[src/rtl/lccf_pkg.sv]
// constants and types for the linear charge control block
package lccf_pkg;
  localparam int DATA_W = 8;
  localparam int ADDR_W = 8;
  localparam logic [7:0] A_CTRL = 8'h00;
  localparam logic [7:0] A_FAST = 8'h01;
  localparam logic [7:0] A_PRE = 8'h02;
  localparam logic [7:0] A_VREG = 8'h03;
  localparam logic [7:0] A_TMR = 8'h04;
  localparam logic [7:0] A_STAT = 8'h05;
  localparam int CTRL_DIS = 0;
  localparam int CTRL_TRK = 1;
  localparam int CTRL_TERM = 2;
  localparam int CTRL_T2X = 3;
  localparam logic [7:0] CTRL_RST = 8'h04;
  localparam logic [7:0] FAST_RST = 8'h10;
  localparam logic [7:0] PRE_RST = 8'h02;
  localparam logic [7:0] VREG_RST = 8'h46;
  localparam logic [7:0] TMR_RST = 8'h06;
  localparam logic [7:0] VREG_MAX = 8'h73;
  localparam logic [7:0] TMR_MIN_H = 8'h03;
  localparam logic [7:0] TMR_MAX_H = 8'h0C;
  localparam int MIN_PER_H = 60;
  localparam int PRE_PCT = 25;
  localparam int TERM_OFF_PCT = 20;
  localparam int TMR_W = 10;
  localparam logic [63:0] CLK_HZ = 64'd50_000_000;
  localparam logic [63:0] MINUTE_S = 64'd60;
  localparam logic [63:0] MINUTE_CYC = CLK_HZ * MINUTE_S;
  localparam logic [1:0] CS_OFF = 2'h0;
  localparam logic [1:0] CS_PRE = 2'h1;
  localparam logic [1:0] CS_FAST = 2'h2;
  localparam logic [1:0] CS_DONE = 2'h3;
  localparam logic [1:0] MODE_OFF = 2'h0;
  localparam logic [1:0] MODE_TRK = 2'h1;
  localparam logic [1:0] MODE_PRE = 2'h2;
  localparam logic [1:0] MODE_FAST = 2'h3;
  localparam int F_UVLO = 0;
  localparam int F_SLEEP = 1;
  localparam int F_OVP = 2;
  localparam int F_SC = 3;
  localparam int F_LOWV = 4;
  localparam int F_CV = 5;
  localparam int F_TERM = 6;
  localparam int F_VREGL = 7;
  localparam int F_PRIO = 8;
  localparam int F_INPUT_CURRENT_LIMIT = 9;
  localparam int F_THERM = 10;
  localparam int F_NTC = 11;
  localparam int F_SUPP = 12;
  localparam int F_BATOK = 13;
  localparam int F_RECHG = 14;
  localparam int F_ALLOWN = 15;
  localparam int NF = 16;
  typedef enum logic [5:0] {
    ST_IDLE = 6'h01,
    ST_TRK = 6'h02,
    ST_PRE = 6'h04,
    ST_FAST = 6'h08,
    ST_DONE = 6'h10,
    ST_FAULT = 6'h20
  } lccf_state_e;
endpackage : lccf_pkg

[src/rtl/lccf_safety_timer.sv]
// safety timer counting minute ticks against a limit
`timescale 1ns/10ps
module lccf_safety_timer #(
  parameter int CNT_W = lccf_pkg::TMR_W
) (
  input wire logic i_clk,
  input wire logic i_rst_n,
  input wire logic i_restart,
  input wire logic i_tick,
  input wire logic i_half,
  input wire logic [CNT_W-1:0] i_limit,
  output logic o_expired
);
  typedef struct packed {
    logic [CNT_W-1:0] cnt;
    logic phase;
    logic expired;
  } lccf_tmr_s;

  lccf_tmr_s st_ff;
  lccf_tmr_s nxt_st;

  if (CNT_W < 10)
  begin : g_chk
    $error("timer too narrow for the longest limit");
  end

  always_comb
  begin
    nxt_st = st_ff;
    if (i_restart)
    begin
      nxt_st = '0;
    end
    else if (i_tick)
    begin
      nxt_st.phase = ~st_ff.phase;
      // doubled duration: advance on every second tick
      if (!i_half || st_ff.phase)
      begin
        if (st_ff.cnt != {CNT_W{1'b1}})
        begin
          nxt_st.cnt = st_ff.cnt + 1'b1;
        end
      end
    end
    nxt_st.expired = !i_restart && (nxt_st.cnt >= i_limit);
  end

  always_ff @(posedge i_clk or negedge i_rst_n)
  begin
    if (!i_rst_n)
    begin
      st_ff <= '0;
    end
    else
    begin
      st_ff <= nxt_st;
    end
  end

  assign o_expired = st_ff.expired;
endmodule : lccf_safety_timer

[src/rtl/lccf_charge_ctrl.sv]
// charge sequencing, enable qualification and registers of the linear charger
//
// Overview of operation
// - charge allowed only with allow pin low and disable bit zero
// - a charge cycle needs a valid input: above lockout, sleep, below overvoltage
// - charging disabled by pin or bit turns the battery switch off
// - below short-circuit threshold the battery charges in trickle mode
// - trickle select bit picks 8 mA or 1 mA trickle current
// - trickle and precharge use a timer of a quarter the fast setting
// - between short-circuit and low-voltage thresholds, charge at precharge current
// - reaching the low-voltage threshold moves to fast charge current
// - with termination disabled, precharge current is a fifth of fast current
// - constant current at full setting unless a loop or temperature limits it
// - constant voltage takes over; termination current sets charge state to done
// - regulation target above 4.65 V is clamped to 4.65 V
// - after termination the battery switch is off, system fed from input
// - termination only in constant voltage, and not while other loops limit
// - after done, falling to recharge threshold restarts charge and timers
// - without input and with battery above lockout, system runs from battery
// - limited input power reduces charge current in favour of the system
// - all current loops stay enabled while charging; dominant loop wins
// - input voltage loop active with double enable doubles the safety timer
// - battery supplementing the system blocks termination
//
// Decided for this implementation: the register addresses and the plain strobed port.
`timescale 1ns/10ps
module lccf_charge_ctrl #(
  parameter logic [63:0] MINUTE_CYCLES = lccf_pkg::MINUTE_CYC
) (
  input wire logic i_clk,
  input wire logic i_rst_n,
  input wire logic [7:0] i_addr,
  input wire logic [7:0] i_wr_data,
  input wire logic i_wr,
  input wire logic i_rd,
  output logic [7:0] o_rd_data,
  input wire logic i_charge_allow_n,
  input wire logic i_vin_above_uvlo,
  input wire logic i_vin_above_sleep,
  input wire logic i_vin_below_ovp,
  input wire logic i_vbat_below_sc,
  input wire logic i_vbat_below_lowv,
  input wire logic i_cv_loop_active,
  input wire logic i_fast_charge_current_field_at_term,
  input wire logic i_vin_reg_active,
  input wire logic i_sys_prio_active,
  input wire logic i_input_current_limit_active,
  input wire logic i_therm_reg_active,
  input wire logic i_thermistor_limit,
  input wire logic i_supplement_active,
  input wire logic i_vbat_above_uvlo,
  input wire logic i_vbat_below_rechg,
  output logic o_battery_switch_on,
  output logic o_loops_enable,
  output logic [1:0] o_current_mode,
  output logic [7:0] o_current_code,
  output logic o_trickle_8ma,
  output logic [7:0] o_vreg_code,
  output logic o_system_from_input,
  output logic o_system_from_battery,
  output logic [1:0] o_charge_state,
  output logic o_fault
);
  localparam int NF = lccf_pkg::NF;

  if (MINUTE_CYCLES < 64'd2 || MINUTE_CYCLES > 64'h0000_0000_FFFF_FFFF)
  begin : g_chk
    $error("minute prescale out of range");
  end

  typedef struct packed {
    lccf_pkg::lccf_state_e st;
    logic [NF-1:0] s1;
    logic [NF-1:0] s2;
    logic [7:0] ctrl;
    logic [7:0] fast;
    logic [7:0] pre;
    logic [7:0] vreg;
    logic [7:0] tmr;
    logic [31:0] pres;
    logic tick;
    logic restart;
    logic bsw;
    logic loops;
    logic [1:0] mode;
    logic [7:0] cur;
    logic trk8;
    logic [7:0] vregc;
    logic sys_in;
    logic sys_bat;
    logic [1:0] cst;
    logic fault;
    logic [7:0] rd;
  } lccf_ctrl_s;

  lccf_ctrl_s st_ff;
  lccf_ctrl_s nxt_st;
  logic expired;
  logic [NF-1:0] flags_raw;
  logic [lccf_pkg::TMR_W-1:0] limit;

  // entry phase chosen from battery level
  function automatic lccf_pkg::lccf_state_e entry_state(
    input logic below_sc,
    input logic below_lowv
  );
    if (below_sc)
    begin
      return lccf_pkg::ST_TRK;
    end
    else if (below_lowv)
    begin
      return lccf_pkg::ST_PRE;
    end
    return lccf_pkg::ST_FAST;
  endfunction : entry_state

  // clamp a code into [lo, hi]
  function automatic logic [7:0] clamp8(
    input logic [7:0] v,
    input logic [7:0] lo,
    input logic [7:0] hi
  );
    if (v < lo)
    begin
      return lo;
    end
    else if (v > hi)
    begin
      return hi;
    end
    return v;
  endfunction : clamp8

  assign flags_raw = {
    i_charge_allow_n, i_vbat_below_rechg, i_vbat_above_uvlo,
    i_supplement_active, i_thermistor_limit, i_therm_reg_active,
    i_input_current_limit_active, i_sys_prio_active, i_vin_reg_active, i_fast_charge_current_field_at_term,
    i_cv_loop_active, i_vbat_below_lowv, i_vbat_below_sc,
    i_vin_below_ovp, i_vin_above_sleep, i_vin_above_uvlo
  };

  // quarter of the fast duration while in trickle or precharge
  always_comb
  begin
    logic [9:0] minutes;
    minutes = 10'(clamp8(st_ff.tmr, lccf_pkg::TMR_MIN_H, lccf_pkg::TMR_MAX_H))
      * 10'(lccf_pkg::MIN_PER_H);
    if (st_ff.st == lccf_pkg::ST_FAST)
    begin
      limit = minutes;
    end
    else
    begin
      // widened product: hours times minutes times percent overflows ten bits
      limit = 10'((20'(minutes) * 20'(lccf_pkg::PRE_PCT)) / 20'd100);
    end
  end

  lccf_safety_timer #(
    .CNT_W(lccf_pkg::TMR_W)
  ) u_timer (
    .i_clk(i_clk),
    .i_rst_n(i_rst_n),
    .i_restart(st_ff.restart),
    .i_tick(st_ff.tick),
    .i_half(st_ff.s2[lccf_pkg::F_VREGL] && st_ff.ctrl[lccf_pkg::CTRL_T2X]),
    .i_limit(limit),
    .o_expired(expired)
  );

  always_comb
  begin
    logic [NF-1:0] f;
    logic chg_ok;
    logic vin_ok;
    logic go;
    logic term_ok;
    lccf_pkg::lccf_state_e ent;
    f = st_ff.s2;
    nxt_st = st_ff;
    nxt_st.s1 = flags_raw;
    // first stage feeds only the second
    nxt_st.s2 = st_ff.s1;
    chg_ok = !f[lccf_pkg::F_ALLOWN] && !st_ff.ctrl[lccf_pkg::CTRL_DIS];
    vin_ok = f[lccf_pkg::F_UVLO] && f[lccf_pkg::F_SLEEP] && f[lccf_pkg::F_OVP];
    go = chg_ok && vin_ok;
    // any limiting loop means the taper is not the battery's own
    term_ok = f[lccf_pkg::F_CV] && f[lccf_pkg::F_TERM]
      && st_ff.ctrl[lccf_pkg::CTRL_TERM]
      && !f[lccf_pkg::F_VREGL] && !f[lccf_pkg::F_PRIO]
      && !f[lccf_pkg::F_INPUT_CURRENT_LIMIT] && !f[lccf_pkg::F_THERM]
      && !f[lccf_pkg::F_SUPP];
    ent = entry_state(f[lccf_pkg::F_SC], f[lccf_pkg::F_LOWV]);
    nxt_st.restart = 1'b0;
    nxt_st.tick = 1'b0;
    if (st_ff.pres >= 32'(MINUTE_CYCLES - 64'd1))
    begin
      nxt_st.pres = '0;
      nxt_st.tick = 1'b1;
    end
    else
    begin
      nxt_st.pres = st_ff.pres + 32'd1;
    end

    unique case (st_ff.st)
      lccf_pkg::ST_IDLE:
      begin
        nxt_st.restart = 1'b1;
        if (go)
        begin
          nxt_st.st = ent;
        end
      end
      lccf_pkg::ST_TRK:
      begin
        if (!go)
        begin
          nxt_st.st = lccf_pkg::ST_IDLE;
        end
        else if (expired)
        begin
          nxt_st.st = lccf_pkg::ST_FAULT;
        end
        else if (!f[lccf_pkg::F_SC])
        begin
          nxt_st.st = lccf_pkg::ST_PRE;
        end
      end
      lccf_pkg::ST_PRE:
      begin
        if (!go)
        begin
          nxt_st.st = lccf_pkg::ST_IDLE;
        end
        else if (expired)
        begin
          nxt_st.st = lccf_pkg::ST_FAULT;
        end
        else if (f[lccf_pkg::F_SC])
        begin
          nxt_st.st = lccf_pkg::ST_TRK;
        end
        else if (!f[lccf_pkg::F_LOWV])
        begin
          nxt_st.st = lccf_pkg::ST_FAST;
          nxt_st.restart = 1'b1;
        end
      end
      lccf_pkg::ST_FAST:
      begin
        if (!go)
        begin
          nxt_st.st = lccf_pkg::ST_IDLE;
        end
        else if (term_ok)
        begin
          nxt_st.st = lccf_pkg::ST_DONE;
        end
        else if (expired)
        begin
          nxt_st.st = lccf_pkg::ST_FAULT;
        end
      end
      lccf_pkg::ST_DONE:
      begin
        if (!go)
        begin
          nxt_st.st = lccf_pkg::ST_IDLE;
        end
        else if (f[lccf_pkg::F_RECHG])
        begin
          nxt_st.st = ent;
          nxt_st.restart = 1'b1;
        end
      end
      lccf_pkg::ST_FAULT:
      begin
        // latched until charging is disabled or the input goes invalid
        if (!go)
        begin
          nxt_st.st = lccf_pkg::ST_IDLE;
        end
      end
      default:
      begin
        nxt_st.st = lccf_pkg::ST_IDLE;
      end
    endcase

    // register writes
    if (i_wr)
    begin
      unique case (i_addr)
        lccf_pkg::A_CTRL: nxt_st.ctrl = {4'h0, i_wr_data[3:0]};
        lccf_pkg::A_FAST: nxt_st.fast = i_wr_data;
        lccf_pkg::A_PRE: nxt_st.pre = i_wr_data;
        lccf_pkg::A_VREG: nxt_st.vreg = i_wr_data;
        lccf_pkg::A_TMR: nxt_st.tmr = i_wr_data;
        default: nxt_st.ctrl = st_ff.ctrl;
      endcase
    end

    // read data stand one cycle, zero otherwise
    nxt_st.rd = '0;
    if (i_rd)
    begin
      unique case (i_addr)
        lccf_pkg::A_CTRL: nxt_st.rd = st_ff.ctrl;
        lccf_pkg::A_FAST: nxt_st.rd = st_ff.fast;
        lccf_pkg::A_PRE: nxt_st.rd = st_ff.pre;
        lccf_pkg::A_VREG: nxt_st.rd = st_ff.vreg;
        lccf_pkg::A_TMR: nxt_st.rd = st_ff.tmr;
        lccf_pkg::A_STAT:
        begin
          nxt_st.rd = {2'h0, chg_ok, vin_ok, st_ff.bsw, st_ff.fault, st_ff.cst};
        end
        default: nxt_st.rd = '0;
      endcase
    end

    // outputs follow the next state so they leave flops with it
    nxt_st.bsw = 1'b0;
    nxt_st.loops = 1'b0;
    nxt_st.mode = lccf_pkg::MODE_OFF;
    nxt_st.cur = '0;
    nxt_st.cst = lccf_pkg::CS_OFF;
    nxt_st.fault = (nxt_st.st == lccf_pkg::ST_FAULT);
    unique case (nxt_st.st)
      lccf_pkg::ST_TRK:
      begin
        nxt_st.bsw = 1'b1;
        nxt_st.mode = lccf_pkg::MODE_TRK;
        nxt_st.cst = lccf_pkg::CS_PRE;
      end
      lccf_pkg::ST_PRE:
      begin
        nxt_st.bsw = 1'b1;
        nxt_st.mode = lccf_pkg::MODE_PRE;
        nxt_st.cst = lccf_pkg::CS_PRE;
        if (st_ff.ctrl[lccf_pkg::CTRL_TERM])
        begin
          nxt_st.cur = st_ff.pre;
        end
        else
        begin
          nxt_st.cur = 8'((16'(st_ff.fast) * 16'(lccf_pkg::TERM_OFF_PCT))
            / 16'd100);
        end
      end
      lccf_pkg::ST_FAST:
      begin
        nxt_st.bsw = 1'b1;
        nxt_st.mode = lccf_pkg::MODE_FAST;
        // full setting; analogue loops pull it down as they dominate
        nxt_st.cur = st_ff.fast;
        nxt_st.cst = lccf_pkg::CS_FAST;
      end
      lccf_pkg::ST_DONE:
      begin
        nxt_st.cst = lccf_pkg::CS_DONE;
      end
      default:
      begin
        nxt_st.bsw = 1'b0;
      end
    endcase
    // every current loop armed together while the switch conducts
    nxt_st.loops = nxt_st.bsw;
    nxt_st.trk8 = st_ff.ctrl[lccf_pkg::CTRL_TRK];
    nxt_st.vregc = clamp8(st_ff.vreg, 8'h00, lccf_pkg::VREG_MAX);
    // done state keeps switch off; system stays on the input
    nxt_st.sys_in = vin_ok;
    nxt_st.sys_bat = !vin_ok && f[lccf_pkg::F_BATOK];
  end

  always_ff @(posedge i_clk or negedge i_rst_n)
  begin
    if (!i_rst_n)
    begin
      st_ff <= '0;
      st_ff.st <= lccf_pkg::ST_IDLE;
      st_ff.s1 <= '0;
      st_ff.s2 <= '0;
      st_ff.ctrl <= lccf_pkg::CTRL_RST;
      st_ff.fast <= lccf_pkg::FAST_RST;
      st_ff.pre <= lccf_pkg::PRE_RST;
      st_ff.vreg <= lccf_pkg::VREG_RST;
      st_ff.tmr <= lccf_pkg::TMR_RST;
      st_ff.vregc <= lccf_pkg::VREG_RST;
    end
    else
    begin
      st_ff <= nxt_st;
    end
  end

  assign o_rd_data = st_ff.rd;
  assign o_battery_switch_on = st_ff.bsw;
  assign o_loops_enable = st_ff.loops;
  assign o_current_mode = st_ff.mode;
  assign o_current_code = st_ff.cur;
  assign o_trickle_8ma = st_ff.trk8;
  assign o_vreg_code = st_ff.vregc;
  assign o_system_from_input = st_ff.sys_in;
  assign o_system_from_battery = st_ff.sys_bat;
  assign o_charge_state = st_ff.cst;
  assign o_fault = st_ff.fault;
endmodule : lccf_charge_ctrl

[config.mk]
export PLATFORM = sky130hd
export DESIGN_NAME = lccf_charge_ctrl
export DESIGN_NICKNAME = d
export VERILOG_FILES = /design/src/rtl/lccf_pkg.sv /design/src/rtl/lccf_safety_timer.sv /design/src/rtl/lccf_charge_ctrl.sv
export SDC_FILE = /design/constraint.sdc
export NUM_CORES = 1
export LEC_CHECK = 0
export BUFFER_PORTS_ARGS = -buffer_cell sky130_fd_sc_hd__buf_2
export CORE_MARGIN = 4
export CORE_UTILIZATION = 31
export DETAILED_ROUTE_END_ITERATION = 10
export SLEW_MARGIN = 20
export SYNTH_ARGS = -nofsm -noshare
export SYNTH_HDL_FRONTEND = slang
export SYNTH_SLANG_ARGS = --single-unit
[constraint.sdc]
create_clock -name i_clk -period 11.8 [get_ports i_clk]
set_input_delay 1.77 -clock i_clk [delete_from_list [all_inputs] [get_ports i_clk]]
set_output_delay 1.77 -clock i_clk [all_outputs]
set_load 0.02 [all_outputs]
=== Yosys cells after proc, flatten, opt, wreduce, memory -nomap -nowiden ===
Cells that the tools add are included.
W data, S select, Z words.

* Eq/ne operators: 17
* Bitwise logic cells: 1
* Magnitude comparators: 6
* $add $sub $neg: 2
* Divide/modulo/power cells: 2
* $mul: 3
* Multiplexer cells: 51
* Reduce and logical (&&, ||, !) cells: 34

{| class="wikitable"
|+ Operators by type and width
! operator !! count
|-
| $mux W6 || 17
|-
| $mux W8 || 8
|-
| $pmux W8 S6 || 1
|-
| $pmux W6 S6 || 1
|-
| $add A32 B1 Y32 const B || 1
|-
| $ge A32 B32 Y1 const B || 1
|-
| $mux W32 || 1
|-
| $mux W10 || 3
|-
| $mux W11 || 2
|-
| $div A15 B7 Y20 const B || 1
|-
| $div A13 B7 Y16 const B || 1
|-
| $eq A8 B2 Y1 const B || 2
|-
| $eq A8 B3 Y1 const B || 2
|-
| $pmux W8 S2 || 1
|-
| $logic_and A1 B1 Y1 || 14
|-
| $mux W1 || 14
|-
| $mul A8 B5 Y13 const B || 1
|-
| $eq A6 B2 Y1 const B || 2
|-
| $eq A6 B3 Y1 const B || 2
|-
| $eq A6 B4 Y1 const B || 2
|-
| $eq A6 B5 Y1 const B || 2
|-
| $eq A6 B6 Y1 const B || 2
|-
| $pmux W2 S3 || 2
|-
| $mul A8 B3 Y11 const B || 1
|-
| other kinds (19) || 32
|}

* Output and inout bits: 34
* Bits in registers: 153
* Word-level logic and storage cells: 140

=== Logic depth before layout (Yosys ltp) ===
* Depth in word-level cells: 13
* Mapped depth: 58
* Mapped depth without buffers: 53

=== By module ===
Synthesis repeated with hierarchy kept, for this count alone.

* Cells, all modules: 1237
* Area, all modules: 11332.1 µm²

{| class="wikitable"
|+ By module, submodules not included
! module !! cells an instance !! instances !! area an instance (µm²)
|-
| lccf_charge_ctrl || 1136 || 1 || 10445.0
|-
| lccf_safety_timer || 101 || 1 || 887.1
|}

=== Least setup slack after synthesis ===
No wires, ideal clock.

* Path kind: register -> register
* Start: register st_ff[74] (netlist bit)
* End: register u_timer.st_ff, in the netlist u_timer.o_expired
* Cell stages (with the launch flop): 56
* Library setup time: 0.132 ns
* Setup slack: 0.532 ns
* Data arrival time: 11.136 ns
* Cell sequence: dfrtp_1 -> or4_1 -> nor2_1 -> inv_1 -> fa_1 -> fa_1 -> inv_1 -> ha_1 -> a21o_1 -> a21oi_1 -> o21bai_1 -> a21oi_1 -> xnor2_1 -> ha_1 -> inv_1 -> ha_1 -> ha_1 -> ha_1 -> [20 not listed] -> nor3b_1 -> a21oi_1 -> a311o_1 -> o41ai_2 -> ha_1 -> nand2b_1 -> a21o_1 -> a21o_1 -> a21oi_1 -> nor2b_1 -> o21ai_0 -> nand2b_1 -> a21oi_1 -> nor2b_1 -> o21ai_0 -> nand2b_1 -> a21oi_1 -> nor2_1

{| class="wikitable"
|+ RTL lines
! element !! line !! text
|-
| from (decl) || lccf_charge_ctrl.sv:96 || <nowiki>lccf_ctrl_s st_ff;</nowiki>
|-
| from (signal assigned) || lccf_charge_ctrl.sv:395 || <nowiki>st_ff <= nxt_st;</nowiki>
|-
| to (signal assigned) || lccf_safety_timer.sv:58 || <nowiki>st_ff <= nxt_st;</nowiki>
|-
| to (decl) || lccf_safety_timer.sv:20 || <nowiki>lccf_tmr_s st_ff;</nowiki>
|}

==> flow_metrics.tcl <==
set metrics [dict create \
    status "complete, no violations" \
    synth_flop_cell "dfrtp_1" \
    die_h_um 195 \
    insertion_delay_ns 0.43 \
    clk_pin_slew_ns 0.07 \
    dpl.cell_count 1806 \
    cp_max_fo 7 \
    antenna_found_initial 0 \
    drcViolationCount 0 \
    final.min_clock_period_ns 11.41 \
    hold-path-endpoint "st_ff[108]$_DFF_PN0_" \
    min-delay-start "nxt_st[108]$_DFF_PN0_" \
    drt_iter0_markers 606 \
    io_buffers 68 \
    rsz0062_at_grt "true" \
    grt_pass1_vias 9343 \
    grt_use_total_pct 14.0 \
    cts-root-buf "clkbuf_16" \
    routed_wirelength_um 28100 \
    h-tree-depth 4 \
    rows 68 \
    ys_seq_area_share_pct 34.8 \
    whs_path_depth 0 \
    report.final.slew_viol_count 0 \
    numClockSinks 151 \
    grt.overflow.total 0 \
    drv_cap 0 \
    syn_area_sq_um 10900 \
    tightest_slew_ns 0.987 \
    worstRegToRegCells 53 \
    worst-r2r-setup-slack_ns 0.39 \
    final_util_pct 40.9 \
    cp_data_required_time_ns 12.09 \
    grt_start_max_net_pins 101 \
    routabilityCongestion 0.873 \
    cp.arrival_ns 11.70 \
    relSlewSlack_pct 34.2 \
    layout.nets 1501 \
    synth.distinct_cells 102 \
    routedWlPerCell_um 15.1 \
    finClkSkew_ns 0.0215 \
    start_kind "flip-flop" \
    holdCritPathClass "reg2reg" \
    cts_buffers 17 \
    pin_count 70 \
    async_flop_share_pct 100 \
    regArea_sq_um 3790 \
    cts_hold_buf 0 \
    drt_pass1_iterations 6 \
    critPathCaptureType "flip-flop" \
    num_vias 9657 \
    fill_cells 3352 \
    yosys_warnings 0 \
    synth-edff-count 0 \
    diodes 0 \
    grt_pass1_wl_um 45500 \
    post-route-period-util_pct 96.7 \
    synthCells 1190 \
    ys_seq_elements 151 \
    dpl.hpwl_um 20300 \
    path_class "reg2reg" \
    tritoncts "built" \
    fp.dieW_um 195 \
    final_cells 1861 \
    slowest_delay_ns 0.61 \
    r2r-start "st_ff[75]$_DFFE_PN0P_" \
    coreArea_sq_um 34600 \
    setup_viol 0 \
    critPathSlowestCell "or4_4" \
    dieArea_sq_um 38200 \
    syn_avg_cell_area_sq_um 9.16 \
    final_antenna_net_count 0 \
    reg2reg_to "u_timer.o_expired$_DFF_PN0_" \
    hold_viol 0 \
    fmax_ghz 0.0877 \
    vias_per_cell 5.19 \
    start_util_pct 31.5 \
    clk_path_buf_depth 2 \
    cpMostUsedCell "a21oi_2" \
    multi_input_area_sq_um 7260 \
    area_growth_pct 30.1 \
    drive_gt1_share_pct 33.6 \
]
[metrics by stage]
step / area, sq um / setup TNS [ns] / worst slack (ns) / hold WS [ns]
3_5_place_dp: 12600 / -0.322 / -0.322 / 0.335
3_3_place_gp: 12600 / -0.222 / -0.222 / 0.334
5_1_grt: 14200 / -0.118 / -0.118 / 0.350
2_1_floorplan: 10900 / 0 / 0.532 / 0.331
4_1_cts: 13400 / 0 / 0.00238 / 0.346
6_report: 14200 / 0 / 0.394 / 0.349
[layer usage]
layer	part of all wire (%)	track usage (%)	vias to the layer above
met5	0	0	-
met4	1.4	3.67	0
met3	3.7	2.88	32
met2	48	22.6	203
met1	47	19.2	4697
li1	-	-	4725
[kinds of logic (layout without fill, tap and decap cells)]
family,count (synthesis),in the layout,share of synthesized area [%]
fa+ha+maj,75,75,9.44
flops,151,151,34.8
simple gates,417,417,19.2
other cells,2,7,0.0689
mux,57,57,6.02
xor+xnor,65,65,5.29
buf+inv,126,336,5.55
compound gates,297,298,19.6
[cell usage after synthesis (all sizes together), types with 14 or more instances]
master	number	area share, %
a21oi	61	2.9
nor3	29	1.4
nand2	90	3.1
nand4	17	0.98
or3	14	0.85
o21ai	58	2.8
dfrtp	139	32
mux2	42	4.3
buf	39	2.5
inv	56	1.9
or2	18	1.0
and2	15	0.86
nor2	117	4.1
nand3	44	2.0
clkbuf	29	1.0
a211oi	19	1.5
xor2	31	2.6
o211ai	18	1.4
a31oi	21	1.3
xnor2	34	2.7
ha	59	6.8
nor2b	17	0.98
[layout by cell type, fill, tap and decap left out, types with 8 or more instances in the layout]
cell | Yosys | final
or3_1 | 13 | 12
o22ai_1 | 11 | 9
fa_1 | 13 | 11
buf_6 | 1 | 11
a211oi_1 | 17 | 11
nand3_1 | 44 | 43
o21ai_0 | 49 | 43
dfrtp_1 | 139 | 139
xor2_1 | 30 | 30
a21o_1 | 10 | 9
nand2_1 | 90 | 89
mux2_2 | 42 | 40
clkbuf_16 | 0 | 17
dfstp_2 | 12 | 12
nand2b_1 | 11 | 9
xnor2_1 | 34 | 29
a22oi_1 | 8 | 8
nor2_1 | 114 | 108
nor3_1 | 28 | 27
a31oi_1 | 20 | 17
ha_4 | 0 | 15
nand4_1 | 17 | 17
buf_2 | 6 | 67
nor2b_1 | 17 | 17
and2_1 | 15 | 15
a21oi_1 | 59 | 47
buf_4 | 31 | 167
mux2i_1 | 11 | 10
inv_1 | 56 | 52
ha_1 | 59 | 44
a21oi_2 | 2 | 14
o211ai_1 | 17 | 17
or2_2 | 12 | 12
[worst max-delay path: cells and delay by family (launching register included)]
kind	cells	cell delay, ns
buffers and inverters	7	0.90
muxes	1	0.35
DFF	1	0.39
AOI/OAI and AO/OA	24	4.82
adders and majority gates	8	2.75
xor gates and xnor gates	2	0.27
and+or+nand+nor	11	1.78
[worst max path at each step]
stage	start	to	slack, ns	depth (start not counted)
CTS	st_ff[74]$_DFFE_PN0P_	u_timer.o_expired$_DFF_PN0_	0.002	53
floorplan	st_ff[74]$_DFFE_PN0P_	u_timer.o_expired$_DFF_PN0_	0.53	55
finish	st_ff[75]$_DFFE_PN0P_	u_timer.o_expired$_DFF_PN0_	0.39	53
global placement	st_ff[74]$_DFFE_PN0P_	u_timer.o_expired$_DFF_PN0_	-0.22	52
global route	st_ff[75]$_DFFE_PN0P_	u_timer.o_expired$_DFF_PN0_	-0.12	54
detailed placement	st_ff[74]$_DFFE_PN0P_	u_timer.o_expired$_DFF_PN0_	-0.32	52
[sequential cells by signal (all words and copies together), names as in the netlist]
name / flops
o_system_from_battery: 1
o_vreg_code: 8
o_fault: 1
st_ff: 90
o_charge_state: 2
o_loops_enable: 1
o_trickle_8ma: 1
u_timer.st_ff: 11
o_system_from_input: 1
nxt_st: 16
u_timer.o_expired: 1
o_current_mode: 2
o_current_code: 8
o_rd_data: 8
[cell type report]
type                    instances  area share [%]
multi-input cells             919            51.2
well taps                     455            4.02
repair buffers                246            12.2
inverters                      58            1.57
clock inverters                14            1.08
clock buffers                  18            3.10
flip-flops and latches        151            26.8
[what timing repair did]
item	in CTS	in global routing
endpoints found under the setup margin	1	1
pin swaps	13	71
resized for setup	31	104
gates cloned	0	1
setup buffers	5	17
Power is left out: the tool's default activity adds up to more than one toggle a clock period on the data nets, which glitch-free logic cannot reach.
